File: src/include/wdrc_pkg.sv
/*
 * Package for the watchdog and reset control block: register offsets,
 * field positions, key codes, reset values and timing counts.
 * Assumes a 40 MHz system clock and a slow oscillator tick input.
 */
package wdrc_pkg;

    // ------------------------------------------------------------------
    // Register offsets
    // ------------------------------------------------------------------
    localparam logic [3:0] OFS_WDT_CTRL = 4'h0;
    localparam logic [3:0] OFS_CAUSE = 4'h1;
    localparam logic [3:0] OFS_PIN_CTRL = 4'h2;
    localparam logic [3:0] OFS_STATUS = 4'h3;

    // ------------------------------------------------------------------
    // Field positions and key codes
    // ------------------------------------------------------------------
    localparam int KEY_LSB = 3;
    localparam int SEL_MSB = 2;
    localparam logic [4:0] KEY_DISABLE = 5'h15;
    localparam logic [4:0] KEY_ENABLE = 5'h0a;
    localparam logic [2:0] SEL_POR = 3'h3;
    localparam logic [7:0] PIN_IS_IO = 8'h55;
    localparam logic [7:0] PIN_IS_RESET = 8'haa;

    localparam int FLAG_WDT_KEY = 0;
    localparam int FLAG_VSEL_KEY = 1;
    localparam int FLAG_UNDERVOLT = 2;
    localparam int FLAG_PIN_KEY = 3;
    localparam int ST_TIMEOUT = 0;
    localparam int ST_POWERDOWN = 1;

    // ------------------------------------------------------------------
    // Timing
    // ------------------------------------------------------------------
    localparam int CLK_MHZ = 40;
    localparam int SOFT_RESET_DELAY_US = 50;
    localparam int RELEASE_DELAY_US = 100;
    localparam int SOFT_RESET_CYCLES = SOFT_RESET_DELAY_US * CLK_MHZ;
    localparam int RELEASE_CYCLES = RELEASE_DELAY_US * CLK_MHZ;
    localparam int DELAY_W = 16;
    localparam int WDT_W = 18;

endpackage

File: src/verilog/wdrc_top.sv
/*
 * Watchdog timer with keyed enable and reset-source control.
 * Assumes slow_tick_in is a one-cycle pulse per slow oscillator period,
 * and that power-on is srst_in; other resets are issued on outputs.
 */
// How it works
// - select code picks 2^8..2^18 timeout
// - key 10101 disables, 01010 enables watchdog
// - bad key resets device after delay
// - bad key sets flag bit 0
// - key flag cleared only by software zero or power-on
// - power-on key 01010, select 011
// - running overflow resets device, sets timeout
// - sleep overflow sets timeout, resets pc/sp
// - count cleared by key reset, clear, halt, pin
// - 0x55 selects I/O, 0xAA reset pin
// - bad pin code resets after delay
// - pin control powers on as 0x55
// - power-on clears program counter
// - power-on presets ports high as inputs
// - low reset pin resets, clears pc
// - extra delay after pin release
// - pin reset keeps some registers
// - undervoltage reset acts like pin reset but sets flag bit 2 and does not clear count
// - halt clears watchdog, sets powerdown, clears timeout
// - non-watchdog resets restore pin control
`timescale 1ns/1ps

module wdrc_top #(
    parameter int SOFT_CYCLES = wdrc_pkg::SOFT_RESET_CYCLES,
    parameter int RELEASE_CYCLES = wdrc_pkg::RELEASE_CYCLES
) (
    // Clock and reset
    input wire logic clock_in,
    input wire logic srst_in,
    // Register port
    input wire logic [3:0] reg_addr_in,
    input wire logic [7:0] reg_wdata_in,
    input wire logic reg_write_in,
    input wire logic reg_read_in,
    output logic [7:0] reg_rdata_out,
    // Core events
    input wire logic slow_tick_in,
    input wire logic clear_watchdog_in,
    input wire logic halt_in,
    input wire logic wake_in,
    input wire logic undervoltage_reset_in,
    input wire logic external_reset_pin_n_in,
    // Reset outputs
    output logic device_reset_out,
    output logic pc_sp_reset_out,
    output logic port_preset_out,
    output logic pin_is_reset_out,
    output logic sleeping_out
);

    // ------------------------------------------------------------------
    // State
    // ------------------------------------------------------------------
    typedef enum logic [2:0] {
        WDRC_RUN = 3'b001,
        WDRC_SOFT_WAIT = 3'b010,
        WDRC_PIN_HOLD = 3'b100
    } wdrc_state_t;

    wdrc_state_t state_reg;
    logic [4:0] wdt_enable_key_reg;
    logic [2:0] wdt_timeout_select_reg;
    logic [7:0] reset_pin_select_key_reg;
    logic [3:0] flags_reg;
    logic timeout_status_flag_reg;
    logic powerdown_status_flag_reg;
    logic [wdrc_pkg::WDT_W-1:0] wdt_count_reg;
    logic sleep_reg;
    logic soft_pending_reg;
    logic wdt_key_bad_reg;
    logic pin_key_bad_reg;

    logic wr_wdt;
    logic wr_cause;
    logic wr_pin;
    logic wdt_enabled;
    logic pin_low;
    logic overflow;
    logic soft_start;
    logic soft_done;
    logic soft_busy;
    logic rel_start;
    logic rel_done;
    logic rel_busy;
    logic full_reset;
    logic [wdrc_pkg::WDT_W-1:0] limit;

    assign wr_wdt = reg_write_in && (reg_addr_in == wdrc_pkg::OFS_WDT_CTRL);
    assign wr_cause = reg_write_in && (reg_addr_in == wdrc_pkg::OFS_CAUSE);
    assign wr_pin = reg_write_in && (reg_addr_in == wdrc_pkg::OFS_PIN_CTRL);
    assign wdt_enabled = (wdt_enable_key_reg == wdrc_pkg::KEY_ENABLE);
    assign pin_low = pin_is_reset_out && !external_reset_pin_n_in;

    // ------------------------------------------------------------------
    // Timeout length
    // ------------------------------------------------------------------
    always_comb begin
        case (wdt_timeout_select_reg)
            3'h0: limit = 18'h0_00ff;
            3'h1: limit = 18'h0_03ff;
            3'h2: limit = 18'h0_0fff;
            3'h3: limit = 18'h0_3fff;
            3'h4: limit = 18'h0_7fff;
            3'h5: limit = 18'h0_ffff;
            3'h6: limit = 18'h1_ffff;
            default: limit = 18'h3_ffff;
        endcase
    end

    assign overflow = wdt_enabled && slow_tick_in && (wdt_count_reg >= limit)
        && (state_reg == WDRC_RUN);

    // A full reset restores key, select, pin control and sleep; flags, status and the watchdog warm reset path are left alone
    assign full_reset = soft_done || pin_low || undervoltage_reset_in;

    // ------------------------------------------------------------------
    // Delay timers
    // ------------------------------------------------------------------
    assign soft_start = soft_pending_reg && (state_reg == WDRC_RUN);
    // Undervoltage holds the release delay off too; the done cycle must not retrigger it
    assign rel_start = (state_reg == WDRC_PIN_HOLD) && !pin_low && !undervoltage_reset_in
        && !rel_busy && !rel_done;

    wdrc_delay #(
        .WIDTH(wdrc_pkg::DELAY_W)
    ) u_soft_delay (
        .clock_in(clock_in),
        .srst_in(srst_in),
        .start_in(soft_start),
        .cycles_in(SOFT_CYCLES[wdrc_pkg::DELAY_W-1:0]),
        .busy_out(soft_busy),
        .done_out(soft_done)
    );

    wdrc_delay #(
        .WIDTH(wdrc_pkg::DELAY_W)
    ) u_release_delay (
        .clock_in(clock_in),
        .srst_in(srst_in),
        .start_in(rel_start),
        .cycles_in(RELEASE_CYCLES[wdrc_pkg::DELAY_W-1:0]),
        .busy_out(rel_busy),
        .done_out(rel_done)
    );

    // ------------------------------------------------------------------
    // Sequencer
    // ------------------------------------------------------------------
    always_ff @(posedge clock_in) begin
        if (srst_in) begin
            state_reg <= WDRC_RUN;
        end else begin
            case (state_reg)
                WDRC_RUN: begin
                    if (pin_low || undervoltage_reset_in) begin
                        state_reg <= WDRC_PIN_HOLD;
                    end else if (soft_start) begin
                        state_reg <= WDRC_SOFT_WAIT;
                    end
                end
                WDRC_SOFT_WAIT: begin
                    if (soft_done) begin
                        state_reg <= WDRC_PIN_HOLD;
                    end
                end
                WDRC_PIN_HOLD: begin
                    if (pin_low || undervoltage_reset_in) begin
                        state_reg <= WDRC_PIN_HOLD;
                    end else if (rel_done) begin
                        state_reg <= WDRC_RUN;
                    end
                end
                default: state_reg <= WDRC_RUN;
            endcase
        end
    end

    // Soft reset request latches on a bad key and waits for the delay
    always_ff @(posedge clock_in) begin
        if (srst_in) begin
            soft_pending_reg <= 1'b0;
            wdt_key_bad_reg <= 1'b0;
            pin_key_bad_reg <= 1'b0;
        end else if (soft_done) begin
            soft_pending_reg <= 1'b0;
            wdt_key_bad_reg <= 1'b0;
            pin_key_bad_reg <= 1'b0;
        end else begin
            if (wr_wdt && reg_wdata_in[7:wdrc_pkg::KEY_LSB] != wdrc_pkg::KEY_ENABLE
                && reg_wdata_in[7:wdrc_pkg::KEY_LSB] != wdrc_pkg::KEY_DISABLE) begin
                soft_pending_reg <= 1'b1;
                wdt_key_bad_reg <= 1'b1;
            end
            if (wr_pin && reg_wdata_in != wdrc_pkg::PIN_IS_IO
                && reg_wdata_in != wdrc_pkg::PIN_IS_RESET) begin
                soft_pending_reg <= 1'b1;
                pin_key_bad_reg <= 1'b1;
            end
        end
    end

    // ------------------------------------------------------------------
    // Registers
    // ------------------------------------------------------------------
    always_ff @(posedge clock_in) begin
        if (srst_in || full_reset) begin
            wdt_enable_key_reg <= wdrc_pkg::KEY_ENABLE;
            wdt_timeout_select_reg <= wdrc_pkg::SEL_POR;
        end else if (wr_wdt) begin
            wdt_enable_key_reg <= reg_wdata_in[7:wdrc_pkg::KEY_LSB];
            wdt_timeout_select_reg <= reg_wdata_in[wdrc_pkg::SEL_MSB:0];
        end
    end

    always_ff @(posedge clock_in) begin
        if (srst_in || full_reset) begin
            reset_pin_select_key_reg <= wdrc_pkg::PIN_IS_IO;
        end else if (wr_pin) begin
            reset_pin_select_key_reg <= reg_wdata_in;
        end
    end

    // Set wins over a software clear in the same cycle
    always_ff @(posedge clock_in) begin
        if (srst_in) begin
            flags_reg <= 4'h0;
        end else begin
            if (wr_cause) begin
                flags_reg <= flags_reg & reg_wdata_in[3:0];
            end
            if (soft_done && wdt_key_bad_reg) begin
                flags_reg[wdrc_pkg::FLAG_WDT_KEY] <= 1'b1;
            end
            if (soft_done && pin_key_bad_reg) begin
                flags_reg[wdrc_pkg::FLAG_PIN_KEY] <= 1'b1;
            end
            if (undervoltage_reset_in) begin
                flags_reg[wdrc_pkg::FLAG_UNDERVOLT] <= 1'b1;
            end
        end
    end

    // Status flags: pin and undervoltage resets leave them unchanged
    always_ff @(posedge clock_in) begin
        if (srst_in) begin
            timeout_status_flag_reg <= 1'b0;
            powerdown_status_flag_reg <= 1'b0;
        end else if (overflow) begin
            timeout_status_flag_reg <= 1'b1;
        end else if (halt_in) begin
            timeout_status_flag_reg <= 1'b0;
            powerdown_status_flag_reg <= 1'b1;
        end else if (clear_watchdog_in) begin
            timeout_status_flag_reg <= 1'b0;
            powerdown_status_flag_reg <= 1'b0;
        end
    end

    always_ff @(posedge clock_in) begin
        if (srst_in || full_reset) begin
            sleep_reg <= 1'b0;
        end else if (halt_in) begin
            sleep_reg <= 1'b1;
        end else if (wake_in || overflow) begin
            sleep_reg <= 1'b0;
        end
    end

    // ------------------------------------------------------------------
    // Watchdog counter
    // ------------------------------------------------------------------
    always_ff @(posedge clock_in) begin
        if (srst_in || soft_done || pin_low || clear_watchdog_in || halt_in) begin
            wdt_count_reg <= '0;
        end else if (overflow) begin
            wdt_count_reg <= '0;
        end else if (wdt_enabled && slow_tick_in) begin
            wdt_count_reg <= wdt_count_reg + 1'b1;
        end
    end

    // ------------------------------------------------------------------
    // Reset outputs
    // ------------------------------------------------------------------
    always_ff @(posedge clock_in) begin
        if (srst_in) begin
            device_reset_out <= 1'b1;
            pc_sp_reset_out <= 1'b1;
            port_preset_out <= 1'b1;
        end else begin
            device_reset_out <= (state_reg == WDRC_PIN_HOLD) || full_reset
                || (overflow && !sleep_reg);
            pc_sp_reset_out <= (state_reg == WDRC_PIN_HOLD) || full_reset
                || overflow;
            port_preset_out <= 1'b0;
        end
    end

    always_ff @(posedge clock_in) begin
        if (srst_in) begin
            pin_is_reset_out <= 1'b0;
            sleeping_out <= 1'b0;
        end else begin
            pin_is_reset_out <= (reset_pin_select_key_reg == wdrc_pkg::PIN_IS_RESET);
            sleeping_out <= sleep_reg;
        end
    end

    // ------------------------------------------------------------------
    // Read port
    // ------------------------------------------------------------------
    always_ff @(posedge clock_in) begin
        if (srst_in) begin
            reg_rdata_out <= 8'h00;
        end else if (!reg_read_in) begin
            reg_rdata_out <= 8'h00;
        end else if (reg_addr_in == wdrc_pkg::OFS_WDT_CTRL) begin
            reg_rdata_out <= {wdt_enable_key_reg, wdt_timeout_select_reg};
        end else if (reg_addr_in == wdrc_pkg::OFS_CAUSE) begin
            reg_rdata_out <= {4'h0, flags_reg};
        end else if (reg_addr_in == wdrc_pkg::OFS_PIN_CTRL) begin
            reg_rdata_out <= reset_pin_select_key_reg;
        end else if (reg_addr_in == wdrc_pkg::OFS_STATUS) begin
            reg_rdata_out <= {6'h00, powerdown_status_flag_reg, timeout_status_flag_reg};
        end else begin
            reg_rdata_out <= 8'h00;
        end
    end

endmodule // wdrc_top

File: src/verilog/wdrc_delay.sv
/*
 * Down counter that raises done after a loaded number of cycles.
 * Assumes load and the count are synchronous to clock_in.
 */
`timescale 1ns/1ps

module wdrc_delay #(
    parameter int WIDTH = 16
) (
    // Clock and reset
    input wire logic clock_in,
    input wire logic srst_in,
    // Control
    input wire logic start_in,
    input wire logic [WIDTH-1:0] cycles_in,
    // Status
    output logic busy_out,
    output logic done_out
);

    logic [WIDTH-1:0] count_reg;

    always_ff @(posedge clock_in) begin
        if (srst_in) begin
            count_reg <= '0;
            busy_out <= 1'b0;
            done_out <= 1'b0;
        end else begin
            done_out <= 1'b0;
            if (start_in && !busy_out) begin
                count_reg <= cycles_in;
                busy_out <= 1'b1;
            end else if (busy_out) begin
                if (count_reg <= 1) begin
                    busy_out <= 1'b0;
                    done_out <= 1'b1;
                end
                count_reg <= count_reg - 1'b1;
            end
        end
    end

endmodule // wdrc_delay

File: config.mk
export PLATFORM = sky130hd
export DESIGN_NAME = wdrc_top
export DESIGN_NICKNAME = d
export VERILOG_FILES = /design/src/include/wdrc_pkg.sv /design/src/verilog/wdrc_top.sv /design/src/verilog/wdrc_delay.sv
export SDC_FILE = /design/constraint.sdc
export NUM_CORES = 1
export LEC_CHECK = 0
export ABC_CLOCK_PERIOD_IN_PS = 2530
export BUFFER_PORTS_ARGS = -buffer_cell sky130_fd_sc_hd__buf_2
export CAP_MARGIN = 30
export CORE_MARGIN = 1.5
export CORE_UTILIZATION = 30
export CTS_CLUSTER_SIZE = 14
export DETAILED_ROUTE_END_ITERATION = 7
export GPL_ROUTABILITY_DRIVEN = 0
export GPL_TIMING_DRIVEN = 0
export SLEW_MARGIN = 5
export SYNTH_ARGS = -nofsm -noshare
export SYNTH_HDL_FRONTEND = slang
export SYNTH_SLANG_ARGS = --single-unit
File: constraint.sdc
create_clock -name clock_in -period 2.53 [get_ports clock_in]
set_input_delay 0.1265 -clock clock_in [delete_from_list [all_inputs] [get_ports clock_in]]
set_output_delay 0.1265 -clock clock_in [all_outputs]
set_load 0.005 [all_outputs]
Word level (Yosys, flattened, before mapping)
Index checks and enable logic that the tools add are counted.
{ "classes": {"n_addsub": 3, "order_cmp": 3, "eq_ne": 21, "muxes": 36, "bitwise_logic": 5, "n_reduce_logical": 60} }
{ "ops": {"columns": ["operator", "count"], "rows": [
  ["case mux 18 bit (7 select lines)", 1],
  ["<= comparator 16 x 1 -> 1 bit (second input constant)", 2],
  ["subtractor 16 x 1 -> 16 bit (second input constant)", 2],
  ["2-to-1 mux 12 bit", 2],
  ["2-to-1 mux 8 bit", 3],
  ["2-to-1 mux 11 bit", 2],
  ["logical AND 1 bit", 21],
  ["2-to-1 mux 1 bit", 20],
  ["adder 18 x 1 -> 18 bit (second input constant)", 1],
  [">= comparator 18 bit", 1],
  ["nonzero test 2 bit", 8],
  ["2-to-1 mux 3 bit", 5],
  ["equality test 3 bit (second input constant)", 4],
  ["logical OR 1 bit", 12],
  ["OR reduction 2 bit", 5],
  ["equality test 3 x 2 -> 1 bit (second input constant)", 3],
  ["case mux 3 bit (3 select lines)", 1],
  ["equality test 4 x 2 -> 1 bit (second input constant)", 2],
  ["equality test 8 bit (second input constant)", 1],
  ["!= test 8 x 7 -> 1 bit (second input constant)", 1],
  ["!= test 8 bit (second input constant)", 1],
  ["zero test 1 bit", 7],
  ["equality test 3 x 1 -> 1 bit (second input constant)", 2],
  ["OR reduction 3 bit", 2],
  ["other kinds (16)", 19]
]} }
{ "word_totals": {"register_bits": 96, "input_bits": 22, "out_inout_bits": 13, "elab_cells": 157} }

Depth between registers and ports, before layout
{ "logic_depth": {"depth_word": 9, "ltp_mapped": 9, "ltp_nobuf": 7} }

Modules after synthesis
From an unflattened synthesis, not the netlist that was laid out.
{ "unflattened": {"hier_cells": 553, "hier_area_um2": 4847.1} }
{ "by_module_without_submodules": {"columns": ["mod", "n_inst", "cells_each", "area_each_um2", "seq_area_each_um2"], "rows": [
  ["wdrc_top", 1, 308, 2781.4, 1201.2],
  ["wdrc_delay at u_release_delay", 1, 122, 1071.0, 360.3],
  ["wdrc_delay at u_soft_delay", 1, 123, 994.7, 360.3]
]} }

Worst setup path before layout
No wires, ideal clock.
{ "synth_timing": {"kind": "flip-flop to flip-flop", "start": "register wdt_timeout_select_reg[2]", "end": "register powerdown_status_flag_reg", "setup_time_ns": 0.127, "t_arrival_ns": 2.173, "required_time_ns": 2.403, "slack_ns": 0.230, "path_stages_with_launch": 9, "path_buffers": 1, "period_less_slack_ns": 2.300, "cell_sequence": "dfxtp_1 clkbuf_1 nor3_1 ha_1 a21oi_1 o31ai_2 a221oi_2 nor4_1 or3b_1"} }
{ "synth_via": {"elab_chain_len": 7, "word_cells_on_any_way": 13, "classes_between": "order compare: 1; eq/ne: 6; mux: 1; bitwise: 1; reduce/logical: 4"} }
{ "synth_rtl": {"columns": ["element", "line_no", "rtl"], "rows": [
  ["from (decl)", "wdrc_top.sv:68", "logic [2:0] wdt_timeout_select_reg;"],
  ["from (signal assigned)", "wdrc_top.sv:214", "wdt_timeout_select_reg <= wdrc_pkg::SEL_POR;"],
  ["from (signal assigned)", "wdrc_top.sv:217", "wdt_timeout_select_reg <= reg_wdata_in[wdrc_pkg::SEL_MSB:0];"],
  ["equality test 3 bit, or another cell as far along", "wdrc_top.sv:104", "case (wdt_timeout_select_reg)"],
  ["case mux 18 bit (7 select lines) *", "wdrc_top.sv:104", null],
  [">= comparator 18 bit *", "wdrc_top.sv:116", "assign overflow = wdt_enabled && slow_tick_in && (wdt_count_reg >= limit)"],
  ["logical AND 1 bit *", "wdrc_top.sv:116", null],
  ["logical AND 1 bit *", "wdrc_top.sv:117", "&& (state_reg == WDRC_RUN);"],
  ["inverter 1 bit (no line) *", null, null],
  ["AND reduction 2 bit (no line) *", null, null],
  ["to (signal assigned)", "wdrc_top.sv:253", "powerdown_status_flag_reg <= 1'b0;"],
  ["to (signal assigned)", "wdrc_top.sv:258", "powerdown_status_flag_reg <= 1'b1;"],
  ["to (signal assigned)", "wdrc_top.sv:261", "powerdown_status_flag_reg <= 1'b0;"],
  ["to (decl)", "wdrc_top.sv:72", "logic powerdown_status_flag_reg;"]
]} }
Mark *: on every way between the ends. The rest lies on a longest branch, timed or not.
A chain may end at the register's enable or synchronous reset.

Worst setup path in the final report
{ "layout_timing": {"start": "register wdt_timeout_select_reg[1]", "end": "register wdt_count_reg[17] in the netlist's numbering"} }
{ "layout_via": {"elab_chain_len": 6, "word_cells_on_any_way": 12, "classes_between": "order compare: 1; eq/ne: 6; mux: 1; reduce/logical: 4"} }
{ "layout_rtl": {"columns": ["element", "line_no", "rtl"], "rows": [
  ["equality test 3 bit, or another cell as far along", "wdrc_top.sv:104", null],
  ["case mux 18 bit (7 select lines) *", "wdrc_top.sv:104", null],
  [">= comparator 18 bit *", "wdrc_top.sv:116", null],
  ["logical AND 1 bit *", "wdrc_top.sv:116", null],
  ["logical AND 1 bit *", "wdrc_top.sv:117", null],
  ["OR reduction 2 bit (no line) *", null, null],
  ["to (signal assigned)", "wdrc_top.sv:284", "wdt_count_reg <= wdt_count_reg + 1'b1;"],
  ["to (decl)", "wdrc_top.sv:73", "logic [wdrc_pkg::WDT_W-1:0] wdt_count_reg;"]
]} }
Marked as above.

==> metrics.md <==
| Metric | Value |
|---|---|
| Outcome | `completed` |
| Final WL | `10.04 mm` |
| Worst Setup SP | `wdt_timeout_select_reg[1]` |
| Die height | `125.3 µm` |
| Fillers | `1465` |
| Delay-heaviest family, CP | `compound AO/OA/AOI/OAI gates` |
| Reg2reg start | `wdt_timeout_select_reg[1]` |
| WP buf/inv | `3` |
| Number of max-cap violations | `0` |
| Dpl cells | `734` |
| Global Route Usage Sum | `0.1331` |
| Worst hold slack | `0.04299 ns` |
| Crit Path Class | `register to register` |
| Die width | `125.3 µm` |
| Number of routed nets with antenna violations | `0` |
| Seq/Total Area, Yosys | `0.4281` |
| Period Utilization, post-route | `0.9447` |
| Worst-margin pin slew | `0.7458 ns` |
| Max stage delay on crit path | `0.33 ns` |
| Setup TNS | `0 ns` |
| Grt met3 use | `0.03209` |
| Row count | `44` |
| Crit path required time | `2.76 ns` |
| Diodes inserted | `0` |
| Worst clock skew | `0.01156 ns` |
| Wire length per cell | `13.33 µm` |
| Post-Layout Cell Count | `753` |
| Multi-input gate area | `0.002416 mm²` |
| Mean post-synth cell area | `8.683 µm²` |
| Clock network latency to the later pin of the worst-skew pair | `0.34 ns` |
| Critical Path AT | `2.62 ns` |
| Clock slew at reported path FFs | `0.07 ns` |
| Remaining DRCs | `0` |
| Crit path capture type | `register` |
| Grt ovf | `0` |
| Storage element area | `0.001923 mm²` |
| Leakage Power | `2.047 nW` |
| Sink Count | `96` |
| Syn_nets | `554` |
| Seq cells post-synth | `96` |
| Layout cells sized above 1 | `0.1424` |
| Grt met2 use | `0.2115` |
| Worst Setup Start Kind | `register` |
| Synth top area share | `0.4281` |
| Total clock buffers created by CTS | `9` |
| Dominant cells by area after synthesis | `dfxtp_1, nor2_1, nand2_1` |
| Slew Viols, Final | `0` |
| Initial antenna violation count | `0` |
| Power density over the cells | `640.8 mW/mm²` |
| Vias in the first global route | `3675` |
| Total power | `3.379 mW` |
| Slowest-stage cell, CP | `o21ai_0` |
| CTS tree | `done` |
| IO buf count | `33` |
| First-pass GRT wire length | `17.33 mm` |
| Clock root cell | `clkbuf_16` |
| Core area | `0.01459 mm²` |
| Final WS setup | `0.1399 ns` |
| Main synth FF type | `dfxtp_1` |
| Final Util | `0.3615` |
| Drt first pass iters | `4` |
| Placed inst area | `0.004885 mm²` |
| Crit path cell chain | `clkbuf_2, a21oi_1, ha_1, nand2_1, o21ai_0, a221oi_4, buf_12, o31ai_4, buf_4, nor2_1` |
| HP Start | `undervoltage_reset_in` |
| Via count | `3726` |
| Area delta synth->final | `17.47%` |
| H-tree levels | `3` |
| Clk buf depth | `2` |
| Post-synth top cells | `dfxtp_1, nor2_1, nand2_1` |
| Post-synth ARST share | `0` |
| Worst hold path type | `primary input to register` |
| Final net count | `601` |
| Largest area contributor in the netlist | `dfxtp_1` |
| Die area | `0.01571 mm²` |
| Unique masters post-synth | `62` |
| Yosys warnings | `0` |
| Post-synth EDFFs | `0` |
| Gate Count Post-Synth | `517` |
| VDD IR-drop max | `0.3468 mV` |
| Initial Util | `0.3077` |
| DP Worst Slack | `-0.1558 ns` |
| Design area | `0.005274 mm²` |
| Fin. Hold Viols | `0` |
| Largest net degree at the start of global routing | `17` |
| Ports | `35` |
| Synth Cell Area | `0.004489 mm²` |
| Final setup vio count | `0` |
| Most common cell in the netlist | `dfxtp_1` |
| Initial detailed-routing violation count | `225` |
| Crit path time final | `2.390 ns` |
| DP HPWL | `7.379 mm` |
| Fmax | `0.4184 GHz` |
| Headroom to the max-slew limit | `0.4990` |
| Grt peak-use layer | `met2` |
| GR Layer Usage met1 | `0.1775` |
| Max FFs per register | `18` |
| Routed vias/inst | `4.948` |
| CP max FO | `10` |
## per-layer routing
metal	wire length [µm]	up-vias
li1	-	1895
met1	4814	1747
met5	0	-
met4	161	0
met3	488	14
met2	4576	70
## tightest hold or removal path, cell delays in order
cell     delay, ns
buf_2         0.12
inv_1         0.05
a21oi_1       0.05
## power breakdown
| part | internal (mW) | total, mW | switching (mW) |
|---|---|---|---|
| logic | 0.117 | 0.290 | 0.173 |
| clock network | 0.903 | 1.49 | 0.589 |
| registers | 1.55 | 1.60 | 0.0434 |
## path summary, 6_finish.rpt
path | slack (ns) | endpoint | cells past startpoint
setup reg to reg | 0.14 | wdt_count_reg[17] | 10
setup / recovery | 0.14 | wdt_count_reg[17] | 10
hold reg to reg | 0.45 | flags_reg[1] | 1
hold / removal | 0.04 | flags_reg[2] | 3
## cells in the final DEF, fill, tap and decap left out, types with 4 or more instances in the layout
cell | synthesis | routed
inv_1 | 19 | 19
a211oi_1 | 6 | 6
mux2i_1 | 14 | 14
and3_1 | 6 | 6
a21oi_1 | 32 | 32
nand2_1 | 54 | 54
buf_4 | 2 | 4
nor2_1 | 77 | 77
nand4_1 | 8 | 8
nor2b_1 | 10 | 10
xnor2_1 | 23 | 23
nor3b_1 | 6 | 6
nor3_1 | 18 | 17
ha_1 | 15 | 15
o22ai_1 | 5 | 5
xor2_1 | 13 | 13
or2_2 | 4 | 4
dfxtp_1 | 96 | 95
o21ai_0 | 14 | 14
clkbuf_1 | 10 | 9
clkbuf_16 | 0 | 9
nor4_1 | 14 | 14
nand3_1 | 14 | 14
buf_2 | 4 | 37
## final cells by class
cell class / count / area share
Tap cell: 184 / 0.04365
Clock buffer: 11 / 0.04603
Clock inverter: 5 / 0.01637
Sequential cell: 96 / 0.3646
Inverter: 20 / 0.01423
Timing Repair Buffer: 37 / 0.03986
Multi-Input combinational cell: 382 / 0.4581
Buffer: 18 / 0.01708
## cell families after synthesis
logic type	count (synthesis)	synth area share
AOI/OAI and AO/OA	75	0.1076
xor gates and xnor gates	36	0.07023
buffers and inverters	39	0.03734
and+or+nand+nor	242	0.2837
adders and majority gates	15	0.04181
DFF	96	0.4281
muxes	14	0.03121
## timing repair
| action | CTS | global route |
|---|---|---|
| endpoints found under the hold margin | 1 | 0 |
| gates resized for setup | 2 | 2 |
| setup buffers | 0 | 3 |
| pin swaps | 1 | 1 |
| hold buffers | 1 | 0 |
| endpoints found under the setup margin | 19 | 13 |
Note: power is estimated with default switching activity, not from simulation.
